==> config.mk <==
export PLATFORM = sky130hd
export DESIGN_NAME = itx_top
export DESIGN_NICKNAME = d
export VERILOG_FILES = /design/src/itx_pkg.sv /design/src/itx_top.sv /design/src/itx_lines.sv /design/src/itx_axil.sv
export SDC_FILE = /design/constraint.sdc
export NUM_CORES = 1
export LEC_CHECK = 0
export BUFFER_PORTS_ARGS = -buffer_cell sky130_fd_sc_hd__buf_2
export CORE_AREA = 2 2 90 135
export DETAILED_ROUTE_END_ITERATION = 6
export DIE_AREA = 0 0 92 137
export PLACE_DENSITY_LB_ADDON = 0.2
export SLEW_MARGIN = 15
export SYNTH_ARGS = -nofsm -noshare
export SYNTH_HDL_FRONTEND = slang
export SYNTH_SLANG_ARGS = --single-unit
==> constraint.sdc <==
create_clock -name aclk -period 3.5 [get_ports aclk]
set_input_delay 0.7 -clock aclk [delete_from_list [all_inputs] [get_ports aclk]]
set_output_delay 0.7 -clock aclk [all_outputs]
set_load 0.005 [all_outputs]
==> src/itx_pkg.sv <==
/*
  package for the two-wire slave transmitter block: register map, field layout,
  status codes, states and timing constants.
  assumes: included by every design file through itx_pkg::*.
*/
package itx_pkg;

  // register byte offsets on the axi4-lite bus
  localparam logic [7:0] ADDR_CTRL   = 8'h00; // bus_control_register
  localparam logic [7:0] ADDR_STATUS = 8'h04; // bus_status_register
  localparam logic [7:0] ADDR_DATA   = 8'h08; // shift_data_register
  localparam logic [7:0] ADDR_OWN    = 8'h0c; // own_address_register

  // control field positions
  localparam int CTL_DONE  = 7; // job_done_flag, write one to clear
  localparam int CTL_ACK   = 6; // acknowledge_enable
  localparam int CTL_START = 5; // start_request
  localparam int CTL_STOP  = 4; // stop_request_bit
  localparam int CTL_EN    = 2; // interface enable

  // own address field positions
  localparam int OWN_GCE = 0; // general_call_enable
  localparam int OWN_MSB = 7;
  localparam int OWN_LSB = 1;

  // status codes, prescaler bits read as zero
  localparam logic [7:0] ST_OWN_ADDRESS_WITH_READ   = 8'ha8;
  localparam logic [7:0] ST_ARB_R   = 8'hb0;
  localparam logic [7:0] ST_DAT_ACK = 8'hb8;
  localparam logic [7:0] ST_DAT_NAK = 8'hc0;
  localparam logic [7:0] ST_LAST_AK = 8'hc8;
  localparam logic [7:0] ST_NONE    = 8'hf8;
  localparam logic [7:0] ST_BUSERR  = 8'h00;

  // reset values
  localparam logic [7:0] CTRL_RST = 8'h00;
  localparam logic [7:0] OWN_RST  = 8'h00;
  localparam logic [7:0] DATA_RST = 8'hff;

  // start generation timing: half bit of standard mode
  localparam int CLK_MHZ     = 125;
  localparam int T_HALF_NS   = 5000;
  localparam int HALF_CYCLES = (T_HALF_NS * CLK_MHZ + 999) / 1000;

  // axi response codes
  localparam logic [1:0] RESP_OKAY   = 2'b00;
  localparam logic [1:0] RESP_SLVERR = 2'b10;

  // bus engine states, one-hot
  typedef enum logic [6:0] {
    S_IDLE = 7'h01, // not addressed, watching
    S_ADDR = 7'h02, // shifting in address byte
    S_AACK = 7'h04, // driving address acknowledge
    S_WAIT = 7'h08, // flag set, clock stretched unless bus error
    S_TX   = 7'h10, // shifting out data byte
    S_RACK = 7'h20, // sampling master acknowledge
    S_IGN  = 7'h40  // ignoring until the next start
  } itx_state_t;

  // line events from the edge detector
  typedef struct packed {
    logic scl_rise;
    logic scl_fall;
    logic start;
    logic stop;
    logic sda;
    logic scl;
  } itx_line_t;

  // software actions presented to the engine
  typedef struct packed {
    logic clear;  // job_done_flag written with one
    logic ack_en;
    logic start;
    logic stop;
    logic enable;
  } itx_cmd_t;

  // address-match helper used for own-address recognition
  function automatic logic addr_match(input logic [7:0] rx, input logic [7:0] own,
                                      input logic ack_en);
    addr_match = ack_en && rx[0] && (rx[7:1] == own[OWN_MSB:OWN_LSB]);
  endfunction

endpackage

==> src/itx_top.sv <==
/*
  two-wire slave transmitter with status reporting and bus-error recovery.
  assumes: scl/sda pins resolved open-drain by the surroundings; registers
  reached over axi4-lite on aclk.
*/
// Decided for this implementation: the AXI4-Lite interface to the registers and the address map.
`timescale 1ns/10ps
module itx_top
  import itx_pkg::*;
#(
  parameter int HALF = HALF_CYCLES
)
(
  // clock and reset
  input  wire logic        aclk,
  input  wire logic        aresetn,
  // axi4-lite write
  input  wire logic [7:0]  awaddr,
  input  wire logic        awvalid,
  output logic             awready,
  input  wire logic [31:0] wdata,
  input  wire logic [3:0]  wstrb,
  input  wire logic        wvalid,
  output logic             wready,
  output logic [1:0]       bresp,
  output logic             bvalid,
  input  wire logic        bready,
  // axi4-lite read
  input  wire logic [7:0]  araddr,
  input  wire logic        arvalid,
  output logic             arready,
  output logic [31:0]      rdata,
  output logic [1:0]       rresp,
  output logic             rvalid,
  input  wire logic        rready,
  // two-wire pins, oe low means driving low
  input  wire logic        scl_i,
  output logic             scl_o,
  output logic             scl_oe_n,
  input  wire logic        sda_i,
  output logic             sda_o,
  output logic             sda_oe_n,
  // arbitration-loss hint from the master side
  input  wire logic        arb_lost
);

  // refuse a half-bit count that the 16-bit start counter cannot hold
  if (HALF < 1 || HALF > 16'hffff)
  begin : g_half_bad
    $error("itx_top: HALF out of range");
  end

  itx_line_t  ev;
  itx_state_t state_q;
  logic       wr_pulse, wr_lane0, rd_hit, wr_hit;
  logic [7:0] wr_addr, wr_data, rd_addr, rd_data;
  logic       done_q, ack_q, start_q, stop_q, en_q;
  logic [7:0] own_q, data_q, status_q, shift_q;
  logic [3:0] bit_q;
  logic       last_q, arb_q, gen_q;
  logic       sda_low_q, scl_low_q, busy_q;
  logic [15:0] gen_cnt_q;
  logic       ctrl_wr, done_clr, set_flag;
  logic [7:0] set_code;

  itx_lines u_lines
  (
    .aclk    (aclk),
    .aresetn (aresetn),
    .scl_i   (scl_i),
    .sda_i   (sda_i),
    .ev      (ev)
  );

  itx_axil u_axil
  (
    .aclk     (aclk),
    .aresetn  (aresetn),
    .awaddr   (awaddr),
    .awvalid  (awvalid),
    .awready  (awready),
    .wdata    (wdata),
    .wstrb    (wstrb),
    .wvalid   (wvalid),
    .wready   (wready),
    .bresp    (bresp),
    .bvalid   (bvalid),
    .bready   (bready),
    .araddr   (araddr),
    .arvalid  (arvalid),
    .arready  (arready),
    .rdata    (rdata),
    .rresp    (rresp),
    .rvalid   (rvalid),
    .rready   (rready),
    .wr_pulse (wr_pulse),
    .wr_addr  (wr_addr),
    .wr_data  (wr_data),
    .wr_lane0 (wr_lane0),
    .rd_pulse (),
    .rd_addr  (rd_addr),
    .rd_data  (rd_data),
    .rd_hit   (rd_hit),
    .wr_hit   (wr_hit)
  );

  // register decode
  assign ctrl_wr  = wr_pulse && wr_lane0 && (wr_addr == ADDR_CTRL);
  assign done_clr = ctrl_wr && wr_data[CTL_DONE];
  assign wr_hit   = (wr_addr == ADDR_CTRL) || (wr_addr == ADDR_DATA) ||
                    (wr_addr == ADDR_OWN) || (wr_addr == ADDR_STATUS);
  assign rd_hit   = (rd_addr == ADDR_CTRL) || (rd_addr == ADDR_DATA) ||
                    (rd_addr == ADDR_OWN) || (rd_addr == ADDR_STATUS);

  // read mux; status reads 0xf8 whenever the flag is clear
  always_comb
  begin
    rd_data = 8'h00;
    case (rd_addr)
      ADDR_CTRL:   rd_data = {done_q, ack_q, start_q, stop_q, 1'b0, en_q, 2'b00};
      ADDR_STATUS: rd_data = done_q ? status_q : ST_NONE;
      ADDR_DATA:   rd_data = data_q;
      ADDR_OWN:    rd_data = own_q;
      default:     rd_data = 8'h00;
    endcase
  end

  // own address and data registers
  always_ff @(posedge aclk)
  begin
    if (!aresetn)
    begin
      own_q  <= OWN_RST;
      data_q <= DATA_RST;
    end
    else if (wr_pulse && wr_lane0)
    begin
      if (wr_addr == ADDR_OWN)
        own_q <= wr_data;
      if (wr_addr == ADDR_DATA)
        data_q <= wr_data;
    end
  end

  // job done flag: hardware set wins over software clear
  always_ff @(posedge aclk)
  begin
    if (!aresetn)
    begin
      done_q   <= 1'b0;
      status_q <= ST_NONE;
    end
    else if (set_flag)
    begin
      done_q   <= 1'b1;
      status_q <= set_code;
    end
    else if (done_clr)
    begin
      done_q <= 1'b0;
    end
  end

  // control bits; stop bit self-clears on error recovery
  always_ff @(posedge aclk)
  begin
    if (!aresetn)
    begin
      ack_q   <= CTRL_RST[CTL_ACK];
      start_q <= CTRL_RST[CTL_START];
      stop_q  <= CTRL_RST[CTL_STOP];
      en_q    <= CTRL_RST[CTL_EN];
    end
    else if (ctrl_wr)
    begin
      ack_q   <= wr_data[CTL_ACK];
      start_q <= wr_data[CTL_START];
      en_q    <= wr_data[CTL_EN];
      // recovery from 0x00 forces stop to zero; ack, start and enable still load from the written data
      stop_q  <= (done_q && status_q == ST_BUSERR && wr_data[CTL_DONE]) ? 1'b0
                 : wr_data[CTL_STOP];
    end
    else if (gen_q && gen_cnt_q == 16'(HALF))
    begin
      start_q <= 1'b0;
    end
  end

  // bus busy tracking for start generation
  always_ff @(posedge aclk)
  begin
    if (!aresetn)
      busy_q <= 1'b0;
    else if (ev.start)
      busy_q <= 1'b1;
    else if (ev.stop)
      busy_q <= 1'b0;
  end

  // start generation: pull sda low for a half bit once the bus is free
  always_ff @(posedge aclk)
  begin
    if (!aresetn)
    begin
      gen_q     <= 1'b0;
      gen_cnt_q <= 16'h0000;
    end
    else if (!gen_q)
    begin
      gen_cnt_q <= 16'h0000;
      // not-addressed slave, listening or ignoring, may start once the bus is free
      if (start_q && !done_q && !busy_q && (state_q == S_IDLE || state_q == S_IGN) &&
          ev.scl && ev.sda)
        gen_q <= 1'b1;
    end
    else if (gen_cnt_q == 16'(HALF))
    begin
      gen_q <= 1'b0;
    end
    else
    begin
      gen_cnt_q <= gen_cnt_q + 16'h0001;
    end
  end

  // engine events that set the flag
  always_comb
  begin
    set_flag = 1'b0;
    set_code = ST_NONE;
    if (en_q && (ev.start || ev.stop) && state_q != S_IDLE && state_q != S_WAIT &&
        state_q != S_IGN && !(state_q == S_ADDR && bit_q == 4'h0))
    begin
      set_flag = 1'b1;
      set_code = ST_BUSERR;
    end
    else if (state_q == S_AACK && ev.scl_fall)
    begin
      set_flag = 1'b1;
      set_code = arb_q ? ST_ARB_R : ST_OWN_ADDRESS_WITH_READ;
    end
    else if (state_q == S_RACK && ev.scl_rise)
    begin
      set_flag = 1'b1;
      if (ev.sda)
        set_code = ST_DAT_NAK;
      else if (last_q)
        set_code = ST_LAST_AK;
      else
        set_code = ST_DAT_ACK;
    end
  end

  // slave transmitter engine
  always_ff @(posedge aclk)
  begin
    if (!aresetn)
    begin
      state_q   <= S_IDLE;
      shift_q   <= 8'h00;
      bit_q     <= 4'h0;
      last_q    <= 1'b0;
      arb_q     <= 1'b0;
    end
    else if (!en_q)
    begin
      state_q <= S_IDLE;
    end
    else if (set_flag && set_code == ST_BUSERR)
    begin
      state_q <= S_WAIT;
    end
    else
    begin
      case (state_q)
        S_IDLE, S_IGN:
        begin
          if (ev.start)
          begin
            state_q <= S_ADDR;
            bit_q   <= 4'h0;
            arb_q   <= arb_lost;
          end
        end
        S_ADDR:
        begin
          if (ev.start)
            bit_q <= 4'h0;
          else if (ev.scl_rise)
          begin
            shift_q <= {shift_q[6:0], ev.sda};
            bit_q   <= bit_q + 4'h1;
          end
          else if (ev.scl_fall && bit_q == 4'h8)
          begin
            // read address only; ack enable gates recognition
            if (addr_match(shift_q, own_q, ack_q))
              state_q <= S_AACK;
            else
              state_q <= S_IGN;
          end
        end
        S_AACK:
        begin
          if (ev.scl_fall)
            state_q <= S_WAIT;
        end
        S_WAIT:
        begin
          // flag clear releases the stretch; 0xf8 seen meanwhile
          if (done_clr && !set_flag)
          begin
            if (status_q == ST_BUSERR)
              state_q <= S_IDLE;
            else if (status_q == ST_DAT_NAK || status_q == ST_LAST_AK)
              state_q <= wr_data[CTL_ACK] ? S_IDLE : S_IGN;
            else
            begin
              state_q <= S_TX;
              shift_q <= data_q;
              bit_q   <= 4'h0;
              last_q  <= !wr_data[CTL_ACK];
            end
          end
        end
        S_TX:
        begin
          if (ev.scl_fall)
          begin
            if (bit_q == 4'h7)
              state_q <= S_RACK;
            else
            begin
              shift_q <= {shift_q[6:0], 1'b1};
              bit_q   <= bit_q + 4'h1;
            end
          end
        end
        S_RACK:
        begin
          if (ev.scl_rise)
            state_q <= S_WAIT;
        end
        default:
        begin
          state_q <= S_IDLE;
        end
      endcase
    end
  end

  // line drivers, registered
  always_ff @(posedge aclk)
  begin
    if (!aresetn)
    begin
      sda_low_q <= 1'b0;
      scl_low_q <= 1'b0;
    end
    else
    begin
      scl_low_q <= done_q && state_q == S_WAIT && status_q != ST_BUSERR;
      case (state_q)
        S_AACK:  sda_low_q <= 1'b1;
        S_TX:    sda_low_q <= !shift_q[7];
        default: sda_low_q <= gen_q;
      endcase
      if (set_flag && set_code == ST_BUSERR)
      begin
        sda_low_q <= 1'b0;
        scl_low_q <= 1'b0;
      end
    end
  end

  // open drain: output level always low, enable low while driving
  always_ff @(posedge aclk)
  begin
    if (!aresetn)
    begin
      scl_o    <= 1'b0;
      sda_o    <= 1'b0;
      scl_oe_n <= 1'b1;
      sda_oe_n <= 1'b1;
    end
    else
    begin
      scl_o    <= 1'b0;
      sda_o    <= 1'b0;
      scl_oe_n <= !scl_low_q;
      sda_oe_n <= !sda_low_q;
    end
  end

endmodule

==> src/itx_lines.sv <==
/*
  line sampler: synchronises scl and sda and reports edges and conditions.
  assumes: scl_i and sda_i are pin levels from outside the aclk domain.
*/
`timescale 1ns/10ps
module itx_lines
  import itx_pkg::*;
(
  // clock and reset
  input  wire logic aclk,
  input  wire logic aresetn,
  // pins
  input  wire logic scl_i,
  input  wire logic sda_i,
  // decoded events
  output itx_line_t ev
);

  logic [1:0] scl_sync_q;
  logic [1:0] sda_sync_q;
  logic       scl_q;
  logic       sda_q;

  // two-stage synchronisers; first stage read only by second
  always_ff @(posedge aclk)
  begin
    if (!aresetn)
    begin
      scl_sync_q <= 2'h3;
      sda_sync_q <= 2'h3;
      scl_q      <= 1'b1;
      sda_q      <= 1'b1;
    end
    else
    begin
      scl_sync_q <= {scl_sync_q[0], scl_i};
      sda_sync_q <= {sda_sync_q[0], sda_i};
      scl_q      <= scl_sync_q[1];
      sda_q      <= sda_sync_q[1];
    end
  end

  // edges of the synchronised levels
  always_comb
  begin
    ev.scl      = scl_sync_q[1];
    ev.sda      = sda_sync_q[1];
    ev.scl_rise = scl_sync_q[1] && !scl_q;
    ev.scl_fall = !scl_sync_q[1] && scl_q;
    ev.start    = scl_sync_q[1] && scl_q && sda_q && !sda_sync_q[1];
    ev.stop     = scl_sync_q[1] && scl_q && !sda_q && sda_sync_q[1];
  end

endmodule

==> src/itx_axil.sv <==
/*
  axi4-lite slave front end: accepts one write and one read at a time.
  assumes: single aclk domain; master keeps valid and payload until taken.
*/
`timescale 1ns/10ps
module itx_axil
  import itx_pkg::*;
(
  // clock and reset
  input  wire logic        aclk,
  input  wire logic        aresetn,
  // write channels
  input  wire logic [7:0]  awaddr,
  input  wire logic        awvalid,
  output logic             awready,
  input  wire logic [31:0] wdata,
  input  wire logic [3:0]  wstrb,
  input  wire logic        wvalid,
  output logic             wready,
  output logic [1:0]       bresp,
  output logic             bvalid,
  input  wire logic        bready,
  // read channels
  input  wire logic [7:0]  araddr,
  input  wire logic        arvalid,
  output logic             arready,
  output logic [31:0]      rdata,
  output logic [1:0]       rresp,
  output logic             rvalid,
  input  wire logic        rready,
  // register side
  output logic             wr_pulse,
  output logic [7:0]       wr_addr,
  output logic [7:0]       wr_data,
  output logic             wr_lane0,
  output logic             rd_pulse,
  output logic [7:0]       rd_addr,
  input  wire logic [7:0]  rd_data,
  input  wire logic        rd_hit,
  input  wire logic        wr_hit
);

  logic       aw_have_q;
  logic       w_have_q;
  logic [7:0] awaddr_q;
  logic [7:0] wdata_q;
  logic       lane0_q;

  // write address and data captured in either order
  always_ff @(posedge aclk)
  begin
    if (!aresetn)
    begin
      aw_have_q <= 1'b0;
      w_have_q  <= 1'b0;
      awaddr_q  <= 8'h00;
      wdata_q   <= 8'h00;
      lane0_q   <= 1'b0;
    end
    else
    begin
      if (awvalid && awready)
      begin
        aw_have_q <= 1'b1;
        awaddr_q  <= awaddr;
      end
      if (wvalid && wready)
      begin
        w_have_q <= 1'b1;
        wdata_q  <= wdata[7:0];
        lane0_q  <= wstrb[0];
      end
      if (wr_pulse)
      begin
        aw_have_q <= 1'b0;
        w_have_q  <= 1'b0;
      end
    end
  end

  assign awready  = !aw_have_q && !bvalid && aresetn;
  assign wready   = !w_have_q && !bvalid && aresetn;
  assign wr_pulse = aw_have_q && w_have_q && !bvalid;
  assign wr_addr  = awaddr_q;
  assign wr_data  = wdata_q;
  assign wr_lane0 = lane0_q;

  // write response one cycle after both halves are in
  always_ff @(posedge aclk)
  begin
    if (!aresetn)
    begin
      bvalid <= 1'b0;
      bresp  <= RESP_OKAY;
    end
    else if (wr_pulse)
    begin
      bvalid <= 1'b1;
      bresp  <= wr_hit ? RESP_OKAY : RESP_SLVERR;
    end
    else if (bready)
    begin
      bvalid <= 1'b0;
    end
  end

  assign arready  = !rvalid && aresetn;
  assign rd_pulse = arvalid && arready;
  assign rd_addr  = araddr;

  // read data registered one cycle after address
  always_ff @(posedge aclk)
  begin
    if (!aresetn)
    begin
      rvalid <= 1'b0;
      rdata  <= 32'h0000_0000;
      rresp  <= RESP_OKAY;
    end
    else if (rd_pulse)
    begin
      rvalid <= 1'b1;
      rdata  <= {24'h00_0000, rd_data};
      rresp  <= rd_hit ? RESP_OKAY : RESP_SLVERR;
    end
    else if (rready)
    begin
      rvalid <= 1'b0;
    end
  end

endmodule

After elaboration in Yosys (flattened, before gate mapping)
Cells that the tools add are included.
- bitwise gates (word level): 5
- reduce and logical (&&, ||, !) cells: 95
- equal/unequal tests: 45
- add/subtract/negate cells: 2
- muxes and demuxes: 60
- operator list (cell ; count):
    $mux 7 ; 17
    $mux 8 ; 9
    $logic_and 1x1->1 ; 43
    $pmux 7 s6 ; 1
    $mux 4 ; 9
    $eq 8x4->1 const B ; 4
    $logic_not 8->1 ; 4
    $pmux 8 s4 ; 1
    $ne 2x2->1 const B ; 12
    $pmux 8 s3 ; 1
    $reduce_and 10->1 ; 2
    $reduce_and 9->1 ; 2
    $mux 1 ; 17
    $add 16x1->16 const B ; 1
    $eq 16x10->1 const B ; 1
    $eq 8x3->1 const B ; 2
    $eq 8x8->1 const B ; 2
    $logic_not 1->1 ; 16
    $pmux 4 s4 ; 1
    $ne 3x3->1 const B ; 5
    $ne 3x2->1 const B ; 4
    $reduce_bool 2->1 ; 5
    $logic_or 1x1->1 ; 9
    $reduce_and 2->1 ; 4
    28 further kinds ; 35
- word-level logic and storage cells: 242
- output and inout port bits: 45
- input port bits: 62
- flip-flop bits (word level): 111

Logic depth before layout (Yosys ltp)
- depth in word-level cells: 15
- mapped depth: 10
- gate-level depth less buffers: 8

Modules after synthesis
Synthesis repeated with hierarchy kept, for this count alone.
- cells, all modules: 634
- area total of the unflattened synthesis: 5472.7 um^2
- modules (own cells, without submodules) (module ; area an instance (um^2) ; instances ; cells an instance):
    itx_top ; 3773.6 ; 1 ; 441
    itx_axil ; 1493.9 ; 1 ; 175
    itx_lines ; 205.2 ; 1 ; 18

Worst setup path after synthesis
Ideal clock, no wire load.
- kind: register to register
- start point: register state_q[1]
- end point: register shift_q[0]
- path slack: 1.134 ns
- arrival: 2.278 ns
- cell stages (with the launch flop): 10
- buffers on the path: 3
- library setup time: 0.088 ns
- cells stage by stage: dfxtp_1 > buf_6 > or4b_4 > or3_4 > o2111a_2 > o211a_1 > buf_6 > and2_4 > buf_6 > a311oi_2
- cells in the longest elaborated chain, start to end: 10
- RTL lines (element ; RTL line ; text):
    from (decl) ; itx_top.sv:54 ; itx_state_t state_q;
    from (signal assigned) ; itx_top.sv:316 ; state_q <= wr_data[CTL_ACK] ? S_IDLE : S_IGN;
    $ne 7x1->1 ; itx_top.sv:231 ; if (en_q && (ev.start || ev.stop) && state_q != S_IDLE && state_q != S_WAIT &&
    $logic_and 1x1->1 (3 in a row) ; itx_top.sv:231 ;
    $logic_and 1x1->1 ; itx_top.sv:232 ; state_q != S_IGN && !(state_q == S_ADDR && bit_q == 4'h0))
    $mux 8 / $mux 1 (equally long branches) ; itx_top.sv:231 ;
    $logic_not 8->1 / $logic_not 1->1 (equally long branches) ; itx_top.sv:269, itx_top.sv:311 ;
    $logic_and 1x1->1 (on tied branches) ; itx_top.sv:269, itx_top.sv:311 ;
    $not 1->1 (no line) / $ne 2x2->1 (equally long branches) ; n/a ;
    $reduce_and 10->1 (no line) ; n/a ;
    to (signal assigned) ; itx_top.sv:291 ; shift_q <= {shift_q[6:0], ev.sda};
    to (signal assigned) ; itx_top.sv:320 ; shift_q <= data_q;
    to (signal assigned) ; itx_top.sv:334 ; shift_q <= {shift_q[6:0], 1'b1};
    to (decl) ; itx_top.sv:58 ; logic [7:0] own_q, data_q, status_q, shift_q;
Several ways; a longest one is shown, not always the timed one.
A chain may end at the register's enable or synchronous reset.

Worst setup path after layout
- start point: register state_q[2]
- end point: register bit_q[3]
- cells in the longest elaborated chain, start to end: 10
- RTL lines (element ; RTL line ; text):
    $ne 7x1->1 ; itx_top.sv:231 ;
    $logic_and 1x1->1 (3 in a row) ; itx_top.sv:231 ;
    $logic_and 1x1->1 ; itx_top.sv:232 ;
    $mux 8 / $mux 1 (equally long branches) ; itx_top.sv:231 ;
    $logic_not 8->1 / $logic_not 1->1 (equally long branches) ; itx_top.sv:269, itx_top.sv:311 ;
    $logic_and 1x1->1 (on tied branches) ; itx_top.sv:269, itx_top.sv:311 ;
    $not 1->1 (no line) / $ne 2x2->1 (equally long branches) ; n/a ;
    $reduce_and 10->1 (no line) ; n/a ;
    to (signal assigned) ; itx_top.sv:292 ; bit_q <= bit_q + 4'h1;
    to (signal assigned) ; itx_top.sv:335 ; bit_q <= bit_q + 4'h1;
    to (decl) ; itx_top.sv:59 ; logic [3:0] bit_q;
Several ways; a longest one is shown, not always the timed one.

==> qor.yml <==
cts:
  cts_inserted_buffers: 9
  ctsHoldBuffers: 0
  post_cts_resized: 0
  clk_pin_slew_ns: 0.07
  post_cts_buffers: 0
  cts_sinks: 106
  cts_tree: "done"
  htree_levels: 3
  clockBufferDepth: 2
  clk_latency_ns: 0.34
  cts_root_buf: "clkbuf_16"
yosys:
  synthSimpleGateAreaFrac: 0.246
  yosysTopAreaCellShare: 0.419
  yosysTopAreaCell: "dfxtp_1"
  syn_inst: 596
  synth_area_um2: 5060
  synth_edf_count: 0
  yosys-top-cells-area: "dfxtp_1 (42%), nand2_1 (6.7%), mux2i_1 (5.9%)"
  synthAdderAreaFrac: 0.00989
  yosysWarnings: 0
  async_reset_ff_frac: 0
  synth.ff_latch_count: 106
  synthDistinctLibCells: 57
  synth.area.mux_share: 0.0793
  synth_top_family_by_area: "simple AND/OR/NAND/NOR gates"
  synth.avg_cell_area_um2: 8.49
  synth-compound-area-share: 0.134
  ys_seq_area_frac: 0.419
  yosys.area_share.xor_xnor: 0.0381
  ys.flop_type: "dfxtp_1"
timing:
  slew_viol_final: 0
  fin_tns_setup_ns: 0
  clock_skew_ns: 0.00490
  final-setup-viol-count: 0
  worst_slack_ns: 0.964
  rsz0062_at_grt: "no"
  finalHoldViolCount: 0
  min_period_ns: 2.54
  clock.fmax_mhz: 394
  worst_slew_pin_slew_ns: 0.704
  fin_crit_sh: 0.725
  slew_headroom: 0.529
die:
  num_rows: 48
  start_util: 0.444
  io-pin-count: 107
  die_height_um: 137
  core_um2: 11400
  die_width_um: 92
  die-area_um2: 12600
placement:
  io_buffers: 51
  dp_hpwl_mm: 9.46
  place_ws_ns: 0.970
  globalplace.congestion: 0.894
hold_path:
  hold_path.class: "reg -> reg"
  worstHoldStart: "sda_low_q"
power:
  power_w: 0.00239
  power_density_nw_per_um2: 424
  irDropWorstVdd_uv: 212
  power.leakage_nw: 2.16
critical_path:
  required_ns: 3.77
  cp-startpoint: "state_q[2]"
  cp-end-kind: "flip-flop"
  critPathKind: "reg -> reg"
  critPathLaunchType: "flip-flop"
  r2r_start: "state_q[2]"
  critPathArrivalTime_ns: 2.81
  crit_fanout: 6
  rrSetupSlack_ns: 0.96
global_route:
  track_usage: 0.209
  antenna_found_initial: 0
  grt_pass1_wl_mm: 20.8
  grt_pass1_vias: 4215
  overflow: 0
  grt_start_max_net_pins: 34
drt:
  drt-wirelength-per-cell_um: 16.1
  viasPerCell: 5.43
  num_vias: 4320
  wirelength_mm: 12.8
  first_pass_iters: 4
  drc: 0
  drtIter0Drc: 232
  ant_nets: 0
cells_and_area:
  diodes: 0
  nets: 707
  syn_to_final_growth_pct: 11.4
  drive_gt1_frac: 0.133
status:
  outcome: "complete, no violations"
run:
  drv_cap: 0
[state kept, by name (all words and copies together) (netlist names), 2 cells and up]
register            cells
bit_q                   4
data_q                  8
gen_cnt_q              16
own_q                   8
shift_q                 8
state_q                 7
status_q                5
u_axil.rdata            8
u_axil.wr_addr          8
u_axil.wr_data          8
u_lines.scl_sync_q      2
u_lines.sda_sync_q      2
[worst paths after layout]
check | to | cells past startpoint
setup / recovery | bit_q[3] | 5
setup reg to reg | bit_q[3] | 5
hold / removal | sda_oe_n | 1
hold reg to reg | sda_oe_n | 1
[per-layer routing]
layer | vias to the layer above | GRT usage | routed length, um
li1 | 2122 | - | -
met3 | 34 | 0.0407 | 542
met4 | 0 | 0.104 | 473
met5 | - | 0 | 0
met1 | 2044 | 0.234 | 5130
met2 | 120 | 0.375 | 6620
[cell usage after synthesis, types with 3 or more instances]
library cell  count
nand4_1          12
a311oi_1          7
clkbuf_1         18
and3_1            7
inv_1            11
nand3b_1          3
dfxtp_1         106
ha_1              4
mux2i_1          30
xor2_1           12
nor2b_1           5
o211ai_1          5
buf_1             4
a22oi_1           5
a21o_1            3
and2_1            5
xnor2_1          10
nand4b_1          3
o21ai_0          21
nand2b_1         15
buf_4            28
buf_6             3
or3_1             8
nor2_1           68
mux4_2            4
a21oi_1          42
nor4_1            5
nand2_1          91
a2111oi_0         3
nand3_1          16
nor3b_1           3
nor3_1            5
a211oi_1          5
[final cells by class]
class | instances | area (um2)
clock buffers | 11 | 243
clock inverters | 4 | 51.3
fillers | 1149 | 5770
inverters | 11 | 41.3
multi-input cells | 453 | 2670
flip-flops and latches | 106 | 2120
well taps | 150 | 188
repair buffers | 60 | 323
[per-stage QoR]
step | std cells | util | hold slack (ns) | instance area [um2]
2_1_floorplan | 623 | - | 0.352 | 5160
3_3_place_gp | 780 | 0.469 | 0.359 | 5350
3_5_place_dp | 780 | 0.469 | 0.363 | 5350
4_1_cts | 795 | 0.494 | 0.380 | 5640
5_1_grt | 795 | 0.494 | 0.392 | 5640
6_report | 795 | 0.494 | 0.375 | 5640
[cell usage in the layout (no fill, tap or decap), types with 7 or more instances in the layout]
| cell | count |
|---|---|
| a21oi_1 | 42 |
| a311oi_1 | 7 |
| and3_1 | 7 |
| buf_2 | 51 |
| buf_4 | 9 |
| clkbuf_16 | 9 |
| conb_1 | 28 |
| dfxtp_1 | 106 |
| inv_1 | 10 |
| mux2i_1 | 30 |
| nand2_1 | 91 |
| nand2b_1 | 15 |
| nand3_1 | 16 |
| nand4_1 | 12 |
| nor2_1 | 68 |
| o21ai_0 | 21 |
| or3_1 | 8 |
| xnor2_1 | 10 |
| xor2_1 | 12 |
[cells by family after synthesis]
family | Yosys count
AOI/OAI and AO/OA | 106
xor gates and xnor gates | 22
adders and majority gates | 4
buffers and inverters | 64
DFF | 106
muxes | 35
other | 1
and+or+nand+nor | 258
[critical path, stage by stage (launching register included)]
cell and delay [ns]:
dfxtp_1 0.34, nor4_1 0.53, nand3_1 0.25, o21ai_0 0.57, or4b_2 0.63, o22ai_1 0.14
[power breakdown]
part | internal, W | leakage, nW | switching, W
registers | 0.00122 | 0.858 | 0.0000175
clock network | 0.000572 | 0.142 | 0.000444
logic | 0.0000536 | 1.16 | 0.0000796
Note: power is estimated with default switching activity, not from simulation.
